==> src/hpm_pkg.sv <==
// Package for the host pin function mux
package hpm_pkg;
  // Register byte offsets
  localparam logic [7:0] HPM_CFG_OFF = 8'h00;
  localparam logic [7:0] HPM_STAT_OFF = 8'h04;
  localparam logic [7:0] HPM_IEN_OFF = 8'h08;
  localparam logic [7:0] HPM_ICLR_OFF = 8'h0C;
  localparam logic [7:0] HPM_FIFO_OFF = 8'h10;
  // Config field positions
  localparam int HPM_TXREG_EN_BIT = 0;
  localparam int HPM_FILT_DIG_BIT = 4;
  localparam int HPM_FIFO_EN_BIT = 6;
  localparam int HPM_PIN16_VD_BIT = 8;
  localparam int HPM_HOST_CLOCK_OUTPUT_EN_BIT = 9;
  localparam int HPM_SLEEP_BIT = 10;
  localparam int HPM_TXACC_BIT = 11;
  localparam int HPM_LIMIT_LSB = 12;
  localparam int HPM_LIMIT_W = 4;
  localparam int HPM_CLKDIV_LSB = 16;
  localparam int HPM_CLKDIV_W = 8;
  localparam logic [31:0] HPM_CFG_RST = 32'h0000_F000;
  // Event bits
  localparam int HPM_NEV = 8;
  localparam int HPM_EV_TXRDY = 0;
  localparam int HPM_EV_FFILL = 1;
  localparam int HPM_EV_POR = 2;
  localparam int HPM_EV_OVUN = 3;
  localparam int HPM_EV_WKUP = 4;
  localparam int HPM_EV_EXT = 5;
  localparam int HPM_EV_LBAT = 6;
  localparam int HPM_EV_DVALID = 7;
  localparam logic [1:0] HPM_RESP_OK = 2'h0;
  localparam logic [1:0] HPM_RESP_SLVERR = 2'h2;
  // Reset pin drive time
  localparam int HPM_CLK_MHZ = 200;
  localparam int HPM_RST_DRIVE_MS = 100;
  localparam int HPM_RST_DRIVE_CYC = HPM_RST_DRIVE_MS * 1000 * HPM_CLK_MHZ;
  typedef enum logic [1:0] {HPM_IDLE = 2'h0, HPM_WRESP = 2'h1, HPM_RRESP = 2'h3} hpm_bus_t;
endpackage

==> src/hpm_pin_mux.sv <==
// Host pin function mux with AXI4-Lite control registers
// Contract
// - With transmit register disabled, host data on data pin becomes modulation data.
// - Without FIFO and with transmit register disabled, data pin outputs received data with recovered clock.
// - FIFO select during read presents first stored bit on next serial clock.
// - Data pin pulled high internally during transmit register access.
// - Digital filter on and FIFO off: clock pin outputs recovered clock.
// - Digital filter on and FIFO on: clock pin is FIFO-full interrupt at programmed limit.
// - Analog filter: clock pin carries raw baseband data.
// - Reset pin driven 100 ms after power-up, then active-low input.
// - Low on external interrupt input raises interrupt request output.
// - Interrupt source reported in first four status bits; code uses eight status bits (external interrupt is bit 5).
// - Low external interrupt input also wakes the device.
// - Valid-data mode: pin shows recognizer's valid-data flag.
// - Optional host clock output.
// - Interrupt request output active low, set by listed events.
//
// Added by the designer: the AXI4-Lite interface to the registers and the register addresses.
`timescale 1ns/1ps
`default_nettype none
module hpm_pin_mux
  import hpm_pkg::*;
#(
  parameter int RST_DRIVE_CYC = HPM_RST_DRIVE_CYC,
  parameter int FIFO_DEPTH = 16
)(
  input wire logic clock,
  input wire logic rstn,
  input wire logic [7:0] s_axi_awaddr,
  input wire logic s_axi_awvalid,
  output logic s_axi_awready,
  input wire logic [31:0] s_axi_wdata,
  input wire logic [3:0] s_axi_wstrb,
  input wire logic s_axi_wvalid,
  output logic s_axi_wready,
  output logic [1:0] s_axi_bresp,
  output logic s_axi_bvalid,
  input wire logic s_axi_bready,
  input wire logic [7:0] s_axi_araddr,
  input wire logic s_axi_arvalid,
  output logic s_axi_arready,
  output logic [31:0] s_axi_rdata,
  output logic [1:0] s_axi_rresp,
  output logic s_axi_rvalid,
  input wire logic s_axi_rready,
  input wire logic rx_data,
  input wire logic rx_recclk,
  input wire logic rx_baseband,
  input wire logic sync_valid,
  input wire logic [HPM_NEV-1:0] core_events,
  input wire logic serial_clock,
  input wire logic serial_chip_select_n,
  input wire logic data_fifo_select_pin_in,
  output logic data_fifo_select_pin_out,
  output logic data_fifo_select_pin_oe,
  output logic tx_mod_data,
  output logic recclk_fifoint_filtcap_pin_out,
  output logic recclk_fifoint_filtcap_pin_oe,
  input wire logic reset_bidir_pin_in,
  output logic reset_bidir_pin_out,
  output logic reset_bidir_pin_oe,
  output logic device_reset,
  input wire logic ext_irq_valid_data_pin_in,
  output logic ext_irq_valid_data_pin_out,
  output logic ext_irq_valid_data_pin_oe,
  output logic wake_event,
  output logic interrupt_request_output_n,
  output logic host_clock_output
);
  localparam int CW = $clog2(RST_DRIVE_CYC + 1);
  localparam int FW = $clog2(FIFO_DEPTH);

  typedef struct packed {
    hpm_bus_t bus;
    logic awok;
    logic wok;
    logic [7:0] awaddr;
    logic [31:0] wdata;
    logic [3:0] wstrb;
    logic arready;
    logic awready;
    logic wready;
    logic [1:0] bresp;
    logic bvalid;
    logic [31:0] rdata;
    logic [1:0] rresp;
    logic rvalid;
    logic [31:0] cfg;
    logic [HPM_NEV-1:0] stat;
    logic [HPM_NEV-1:0] ien;
    logic [FIFO_DEPTH-1:0] fifo;
    logic [FW:0] fcount;
    logic [FW-1:0] rptr;
    logic [2:0] s_sck;
    logic [1:0] s_cs;
    logic [1:0] s_dat;
    logic [1:0] s_rst;
    logic [1:0] s_ext;
    logic [2:0] s_rclk;
    logic [1:0] s_rxd;
    logic [1:0] s_bb;
    logic [1:0] s_vd;
    logic ext_prev;
    logic [CW-1:0] rcnt;
    logic rdrive;
    logic [HPM_CLKDIV_W-1:0] ccnt;
    logic cout;
    logic d_out;
    logic d_oe;
    logic txd;
    logic p7;
    logic p7_oe;
    logic rst_o;
    logic rst_oe;
    logic devrst;
    logic p16;
    logic p16_oe;
    logic wake;
    logic irq_n;
  } hpm_state_t;

  hpm_state_t st_reg;
  hpm_state_t st_next;

  always_comb
  begin
    logic [31:0] rd;
    logic txen;
    logic fifoen;
    logic digf;
    logic vdmode;
    logic sck_rise;
    logic rclk_rise;
    logic fsel;
    logic fifo_full;
    logic ext_low;
    logic [HPM_NEV-1:0] ev;
    logic [HPM_NEV-1:0] clr;
    logic [FW:0] limit;
    rd = 32'h0000_0000;
    st_next = st_reg;
    clr = '0;
    txen = st_reg.cfg[HPM_TXREG_EN_BIT];
    fifoen = st_reg.cfg[HPM_FIFO_EN_BIT];
    digf = st_reg.cfg[HPM_FILT_DIG_BIT];
    vdmode = st_reg.cfg[HPM_PIN16_VD_BIT];
    limit = (FW+1)'(st_reg.cfg[HPM_LIMIT_LSB +: HPM_LIMIT_W]);
    // Pin synchronisers
    st_next.s_sck = {st_reg.s_sck[1:0], serial_clock};
    st_next.s_cs = {st_reg.s_cs[0], serial_chip_select_n};
    st_next.s_dat = {st_reg.s_dat[0], data_fifo_select_pin_in};
    st_next.s_rst = {st_reg.s_rst[0], reset_bidir_pin_in};
    st_next.s_ext = {st_reg.s_ext[0], ext_irq_valid_data_pin_in};
    st_next.s_rclk = {st_reg.s_rclk[1:0], rx_recclk};
    st_next.s_rxd = {st_reg.s_rxd[0], rx_data};
    st_next.s_bb = {st_reg.s_bb[0], rx_baseband};
    st_next.s_vd = {st_reg.s_vd[0], sync_valid};
    sck_rise = st_reg.s_sck[1] & ~st_reg.s_sck[2];
    rclk_rise = st_reg.s_rclk[1] & ~st_reg.s_rclk[2];
    // Data pin
    st_next.txd = txen ? 1'b1 : st_reg.s_dat[1];
    fsel = fifoen & ~st_reg.s_cs[1] & ~st_reg.s_dat[1];
    st_next.d_oe = 1'b0;
    st_next.d_out = 1'b1;
    if (st_reg.cfg[HPM_TXACC_BIT])
    begin
      st_next.d_oe = 1'b1;
      st_next.d_out = 1'b1;
    end
    else if (!fifoen && !txen)
    begin
      st_next.d_oe = 1'b1;
      st_next.d_out = st_reg.s_rxd[1];
    end
    // Receive FIFO and FIFO select readout
    if (fifoen && digf && rclk_rise && st_reg.fcount != (FW+1)'(FIFO_DEPTH))
    begin
      st_next.fifo[st_reg.rptr + FW'(st_reg.fcount)] = st_reg.s_rxd[1];
      st_next.fcount = st_reg.fcount + (FW+1)'(1);
    end
    if (fsel && sck_rise && st_reg.fcount != '0)
    begin
      st_next.d_oe = 1'b1;
      st_next.d_out = st_reg.fifo[st_reg.rptr];
      st_next.rptr = st_reg.rptr + FW'(1);
      st_next.fcount = st_next.fcount - (FW+1)'(1);
    end
    else if (fsel)
    begin
      st_next.d_oe = st_reg.d_oe;
      st_next.d_out = st_reg.d_out;
    end
    if (!fifoen)
    begin
      st_next.fcount = '0;
      st_next.rptr = '0;
    end
    fifo_full = fifoen && st_reg.fcount >= limit && limit != '0;
    // Clock pin function decode
    st_next.p7_oe = 1'b1;
    if (!digf)
      st_next.p7 = st_reg.s_bb[1];
    else if (fifoen)
      st_next.p7 = fifo_full;
    else
      st_next.p7 = st_reg.s_rclk[1];
    // Reset pin
    st_next.rst_oe = st_reg.rdrive;
    st_next.rst_o = 1'b0;
    if (st_reg.rdrive)
    begin
      if (st_reg.rcnt == CW'(RST_DRIVE_CYC - 1))
        st_next.rdrive = 1'b0;
      else
        st_next.rcnt = st_reg.rcnt + CW'(1);
    end
    st_next.devrst = st_reg.rdrive | ~st_reg.s_rst[1];
    // External interrupt / valid data pin
    ext_low = ~vdmode & ~st_reg.s_ext[1];
    st_next.ext_prev = ext_low;
    st_next.p16_oe = vdmode;
    st_next.p16 = vdmode & st_reg.s_vd[1];
    st_next.wake = ext_low & st_reg.cfg[HPM_SLEEP_BIT];
    // Host clock divider
    if (st_reg.ccnt >= st_reg.cfg[HPM_CLKDIV_LSB +: HPM_CLKDIV_W])
    begin
      st_next.ccnt = '0;
      st_next.cout = ~st_reg.cout;
    end
    else
      st_next.ccnt = st_reg.ccnt + HPM_CLKDIV_W'(1);
    if (!st_reg.cfg[HPM_HOST_CLOCK_OUTPUT_EN_BIT])
      st_next.cout = 1'b0;
    // AXI4-Lite slave
    st_next.arready = 1'b0;
    st_next.awready = 1'b0;
    st_next.wready = 1'b0;
    case (st_reg.bus)
      HPM_IDLE:
      begin
        if (s_axi_awvalid && !st_reg.awok)
        begin
          st_next.awok = 1'b1;
          st_next.awready = 1'b1;
          st_next.awaddr = s_axi_awaddr;
        end
        if (s_axi_wvalid && !st_reg.wok)
        begin
          st_next.wok = 1'b1;
          st_next.wready = 1'b1;
          st_next.wdata = s_axi_wdata;
          st_next.wstrb = s_axi_wstrb;
        end
        if (st_reg.awok && st_reg.wok)
        begin
          st_next.awok = 1'b0;
          st_next.wok = 1'b0;
          st_next.bvalid = 1'b1;
          st_next.bresp = HPM_RESP_OK;
          st_next.bus = HPM_WRESP;
          case (st_reg.awaddr)
            HPM_CFG_OFF:
              for (int b = 0; b < 4; b++)
                if (st_reg.wstrb[b])
                  st_next.cfg[8*b +: 8] = st_reg.wdata[8*b +: 8];
            HPM_IEN_OFF:
              if (st_reg.wstrb[0])
                st_next.ien = st_reg.wdata[HPM_NEV-1:0];
            HPM_ICLR_OFF:
              if (st_reg.wstrb[0])
                clr = st_reg.wdata[HPM_NEV-1:0];
            HPM_STAT_OFF, HPM_FIFO_OFF:
              ;
            default:
              st_next.bresp = HPM_RESP_SLVERR;
          endcase
        end
        else if (s_axi_arvalid && !st_reg.awok && !st_reg.wok)
        begin
          st_next.arready = 1'b1;
          st_next.rvalid = 1'b1;
          st_next.rresp = HPM_RESP_OK;
          st_next.bus = HPM_RRESP;
          case (s_axi_araddr)
            HPM_CFG_OFF: rd = st_reg.cfg;
            HPM_STAT_OFF: rd = 32'(st_reg.stat);
            HPM_IEN_OFF: rd = 32'(st_reg.ien);
            HPM_ICLR_OFF: rd = 32'h0000_0000;
            HPM_FIFO_OFF: rd = 32'(st_reg.fcount);
            default: st_next.rresp = HPM_RESP_SLVERR;
          endcase
          st_next.rdata = rd;
        end
      end
      HPM_WRESP:
        if (s_axi_bready)
        begin
          st_next.bvalid = 1'b0;
          st_next.bus = HPM_IDLE;
        end
      HPM_RRESP:
        if (s_axi_rready)
        begin
          st_next.rvalid = 1'b0;
          st_next.bus = HPM_IDLE;
        end
      default:
        st_next.bus = HPM_IDLE;
    endcase
    // Sticky events, set wins over clear
    ev = core_events;
    ev[HPM_EV_FFILL] = core_events[HPM_EV_FFILL] | fifo_full;
    ev[HPM_EV_POR] = core_events[HPM_EV_POR] | (st_reg.rdrive & st_reg.rcnt == '0);
    ev[HPM_EV_EXT] = ext_low & ~st_reg.ext_prev;
    ev[HPM_EV_DVALID] = core_events[HPM_EV_DVALID] | (vdmode & st_reg.s_vd[1]);
    st_next.stat = (st_reg.stat & ~clr) | ev;
    st_next.irq_n = ~|(st_next.stat & st_next.ien);
  end

  always_ff @(posedge clock or negedge rstn)
  begin
    if (!rstn)
    begin
      st_reg <= '0;
      st_reg.bus <= HPM_IDLE;
      st_reg.cfg <= HPM_CFG_RST;
      st_reg.rdrive <= 1'b1;
      st_reg.d_out <= 1'b1;
      st_reg.txd <= 1'b1;
      st_reg.irq_n <= 1'b1;
      st_reg.s_cs <= 2'h3;
      st_reg.s_dat <= 2'h3;
      st_reg.s_rst <= 2'h3;
      st_reg.s_ext <= 2'h3;
    end
    else
      st_reg <= st_next;
  end

  assign s_axi_awready = st_reg.awready;
  assign s_axi_wready = st_reg.wready;
  assign s_axi_bresp = st_reg.bresp;
  assign s_axi_bvalid = st_reg.bvalid;
  assign s_axi_arready = st_reg.arready;
  assign s_axi_rdata = st_reg.rdata;
  assign s_axi_rresp = st_reg.rresp;
  assign s_axi_rvalid = st_reg.rvalid;
  assign data_fifo_select_pin_out = st_reg.d_out;
  assign data_fifo_select_pin_oe = st_reg.d_oe;
  assign tx_mod_data = st_reg.txd;
  assign recclk_fifoint_filtcap_pin_out = st_reg.p7;
  assign recclk_fifoint_filtcap_pin_oe = st_reg.p7_oe;
  assign reset_bidir_pin_out = st_reg.rst_o;
  assign reset_bidir_pin_oe = st_reg.rst_oe;
  assign device_reset = st_reg.devrst;
  assign ext_irq_valid_data_pin_out = st_reg.p16;
  assign ext_irq_valid_data_pin_oe = st_reg.p16_oe;
  assign wake_event = st_reg.wake;
  assign interrupt_request_output_n = st_reg.irq_n;
  assign host_clock_output = st_reg.cout;
endmodule // hpm_pin_mux
`default_nettype wire

==> config.mk <==
export PLATFORM = sky130hd
export DESIGN_NAME = hpm_pin_mux
export DESIGN_NICKNAME = d
export VERILOG_FILES = /design/src/hpm_pkg.sv /design/src/hpm_pin_mux.sv
export SDC_FILE = /design/constraint.sdc
export NUM_CORES = 1
export LEC_CHECK = 0
export ABC_CLOCK_PERIOD_IN_PS = 2900
export BUFFER_PORTS_ARGS = -buffer_cell sky130_fd_sc_hd__buf_2
export CORE_MARGIN = 5
export CORE_UTILIZATION = 58
export CTS_CLUSTER_SIZE = 20
export DETAILED_ROUTE_END_ITERATION = 10
export PLACE_DENSITY = 0.8
export SLEW_MARGIN = 20
export SYNTH_ARGS = -nofsm -noshare
export SYNTH_HDL_FRONTEND = slang
export SYNTH_SLANG_ARGS = --single-unit
==> constraint.sdc <==
create_clock -name clock -period 2.9 [get_ports clock]
set_input_delay 0.58 -clock clock [delete_from_list [all_inputs] [get_ports clock]]
set_output_delay 0.58 -clock clock [all_outputs]
set_load 0.02 [all_outputs]
Yosys cells after proc, flatten, opt, wreduce, memory -nomap -nowiden --
Cells that the tools add are included.
Operators by class: $add $sub $neg 6, magnitude comparators 5, equal/unequal tests 21, muxes and demuxes 51, bitwise operators 28, reductions and logical operators 46
Operators with widths (count):
- $pmux W32 S4 | 1
- $mux W8 | 9
- $eq A8 B4 Y1 const B | 4
- $add A25 B1 Y25 const B | 1
- $eq A25 B25 Y1 const B | 1
- $logic_not A25 Y1 | 1
- $mux W2 | 11
- $reduce_and A4 Y1 | 5
- $mux W1 | 19
- $mux W9 | 2
- $and A8 B8 Y8 | 2
- $bwmux W16 | 1
- $eq A8 B3 Y1 const B | 2
- $eq A8 B5 Y1 const B | 2
- $logic_not A8 Y1 | 2
- $logic_and A1 B1 Y1 | 14
- $reduce_and A2 Y1 | 6
- $not A1 Y1 | 11
- $lt A4 B5 Y1 const B | 2
- $mux W5 | 2
- $ne A2 B2 Y1 const B | 5
- $reduce_or A5 Y1 | 2
- $and A1 B1 Y1 | 9
- $reduce_and A3 Y1 | 3
- 27 further kinds | 40
Storage, ports and cells: register bits after elaboration 229, bits of input ports 76, output and inout bits 54, word-level logic and storage cells 205

Depth between registers and ports, before layout --
word-level depth 10, depth in mapped cells 10

Worst setup path before layout --
No wires, ideal clock.
path type reg-to-reg, start point register st_reg[72] (netlist name), end point register st_reg[76] (netlist name), setup time 79 ps, arrival 2384 ps, data required time 2821 ps, path slack 437 ps, stages on the path, launching flop included 11, path buffers 1, clock period less this slack 2463 ps, path through dfrtp_1 > inv_1 > ha_1 > a31oi_1 > clkbuf_1 > mux2i_1 > ha_1 > nand2_1 > mux2_2 > a32oi_1 > mux2i_1
RTL lines:
- start: declaration | RTL line hpm_pin_mux.sv:122 | hpm_state_t st_reg;
- start signal: assignment | RTL line hpm_pin_mux.sv:337 | st_reg <= st_next;

==> impl_metrics.csv <==
group,metric,value,unit
run_status,status,"complete, no violations",
critical_path,cp.depth,6,
global_route,grt_use_total,21.9,%
die,coreArea,17200,sq um
clock_network,cts_resized,0,
layout,syn_to_final_growth,16.5,%
synth,synth-warning-count,0,
synth,synth_top_area_share,52.1,%
pwr,worst_ir_drop_vdd,700,uV
pwr,power_density,735,nW/um^2
drt,wl_per_cell,17.8,microns
synth,netlist_instances,856,
die,initial_core_util,58.8,%
critical_path,cp.arrival,3040,ps
critical_path,cp-endpoint,"interrupt_request_output_n",
synth,syn_avg_cell_area,11.8,sq um
clock_network,h-tree-depth,1,
synth,synth_flop_cell,"dfrtp_1",
synth,syn-cell-area,10100,sq um
synth,synthTopCellsByArea,"dfrtp_1 (52%), mux2_2 (8.9%), dfstp_2 (4.1%), nand2_1 (3.1%), buf_4 (2.7%)",
timing,finalHoldViolations,0,
die,die_h,142,microns
timing,min_period,2660,ps
critical_path,r2r_end,"interrupt_request_output_n",
critical_path,r2r-start,"st_reg[229]",
global_route,grt_max_degree,76,
pwr,p_clk_share,38.0,%
clock_network,clkSlewWorstSetupHoldPaths,60,ps
timing,tns,0,ps
drt,viasPerCell,5.64,
clock_network,cts_tree,"built",
global_route,grt_pass1_vias,7151,
clock_network,hold_buffers,0,
critical_path,required,3280,ps
drt,postRouteAntennaNets,0,
critical_path,rrSetupSlack,240,ps
place,dpl-instance-area,10900,sq um
pwr,leakage,0.00561,uW
global_route,grt_pass1_wl,36000,microns
job,drv_cap,0,
drt,drt-pass1-iter-count,5,
synth,ys_types,67,
pwr,switching_power,2320,uW
critical_path,critPathBufInv,0,
drt,detailroute.via_count,6864,
synth,synth_seq_cells,227,
synth,synth_seq_area_share,56.3,%
pwr,swShare,26.8,%
critical_path,cpPeakStageDelay,600,ps
clock_network,cts_made_buffers,24,
critical_path,cp_slowest_cell,"or4b_4",
die,num_rows,48,
timing,finalClockSkew,11.2,ps
critical_path,start_kind,"flop",
timing,worstMarginPinSlew,689,ps
clock_network,post_cts_buffers,0,
timing,setup_violations,0,
die,die_w,142,microns
critical_path,r2r_cells,6,
place,post-dp-hpwl,15100,microns
layout,final_common_cell,"dfrtp_1",
timing,relSlewSlack,54.0,%
critical_path,crit_chain,"or4b_4, or4_4, o31ai_1, a221o_1, nand4_1, a2111oi_2",
timing,report.final.slew_viol_count,0,
clock_network,clkLatencyLatePin,510,ps
critical_path,critPathMaxFanout,7,
critical_path,critical_path.startpoint,"st_reg[229]",
drt,drt_iter0_markers,439,
clock_network,cts_sinks,227,
place,io_buffers,125,
clock_network,clock-root-buffer,"clkbuf_16",
global_route,antenna_found_initial,1,
synth,netlist.top_cell.by_area,"dfrtp_1",
pwr,p_int,6360,uW
timing,rsz0062_at_grt,"no",
synth,synthArstFlopShare,100,%
synth,synth_edf_count,0,
critical_path,critical_path_class,"reg2reg",
drt,drc,0,
layout,layout_common_cells,"dfrtp_1 (211), buf_2 (124), nand2_1 (85)",
pwr,combPwrFrac,15.4,%
clock_network,clock_path_buffers,3,
layout,largest_reg_flops,163,
die,io_pins,130,
drt,wl,21700,microns
global_route,grt_overflow_total,0,
layout,layout-drive-gt1-share,31.6,%
worst_hold_path,hold_class,"in2async",
place,gp_congestion,0.860,
timing,fin_crit_sh,91.9,%
critical_path,crit_path_end_kind,"flop",
critical_path,critPathTopFamily,"simple AND/OR/NAND/NOR gates",
die,dieArea,20200,sq um
pwr,power,8680,uW
pwr,seqPwrFrac,46.6,%
timing,max_freq,375,MHz
layout,final_cell_area,11800,sq um
layout,layout.nets,1072,
==> kinds of logic after synthesis <==
group	Yosys count	share of synthesized area (%)
buffers and inverters	92	4.90
AO/OA/AOI/OAI	122	8.50
XOR/XNOR	43	3.72
adder cells (fa/ha/maj)	24	3.01
multiplexers	99	11.3
other	2	0.0741
flip-flops	227	56.3
AND/OR/NAND/NOR	247	12.3
==> layer usage <==
layer / part of all wire [%] / vias up / track usage (%)
met3: 5.1 / 48 / 3.43
li1: - / 3212 / -
met1: 42 / 3425 / 29.6
met4: 2.9 / 0 / 8.13
met5: 0 / - / 0
met2: 50 / 179 / 36.2
==> synth_stat cells (all sizes together), types with 3 or more instances <==
cell type,number
a21o,18
a21oi,9
a221oi,5
a22o,27
and2,12
and3,4
and4,3
buf,42
clkbuf,22
dfrtp,211
dfstp,16
ha,22
inv,27
mux2,80
mux2i,15
mux4,4
nand2,85
nand2b,5
nand3,28
nand4,7
nor2,49
nor2b,3
nor3,12
nor3b,3
nor4,13
nor4b,7
o21ai,38
o31ai,3
or2,8
xnor2,25
xor2,18
==> per-stage QoR <==
stage	hold slack (ps)	cells	setup slack (ps)	util [%]
after CTS	63.7	1216	271	68.4
final	61.8	1217	236	68.5
after detailed placement	335	1172	392	63.4
after floorplan	284	858	437	-
after global placement	334	1172	395	63.4
after global routing	95.8	1217	199	68.5
==> worst min-delay path by stage <==
stage / startpoint / to / cells past startpoint / slack [ps]
2_1_floorplan: rstn / data_fifo_select_pin_oe / 0 / 280
3_3_place_gp: st_next[49] / st_reg[49] / 0 / 330
3_5_place_dp: st_next[53] / st_reg[53] / 0 / 330
4_1_cts: rstn / st_reg[34] / 1 / 60
5_1_grt: rstn / st_reg[23] / 1 / 100
6_report: rstn / st_reg[42] / 1 / 60
==> power by group through the flow <==
stage / clock network, uW / logic (uW) / registers [uW]
after floorplan: 0 / 956 / 4000
after global placement: 0 / 1290 / 4060
after detailed placement: 0 / 1340 / 4090
after CTS: 3360 / 1350 / 4040
after global routing: 3510 / 1480 / 4110
final: 3300 / 1330 / 4050
==> area by class of cell <==
cell class	count	area [sq um]
diodes	1	2.50
repair buffers	153	871
inverters	28	105
fillers	1276	5440
flip-flops and latches	227	5700
clock buffers	31	657
clock inverters	13	210
well taps	225	282
multi-input cells	539	3970
No activity file was read; power rests on OpenSTA's default activity.
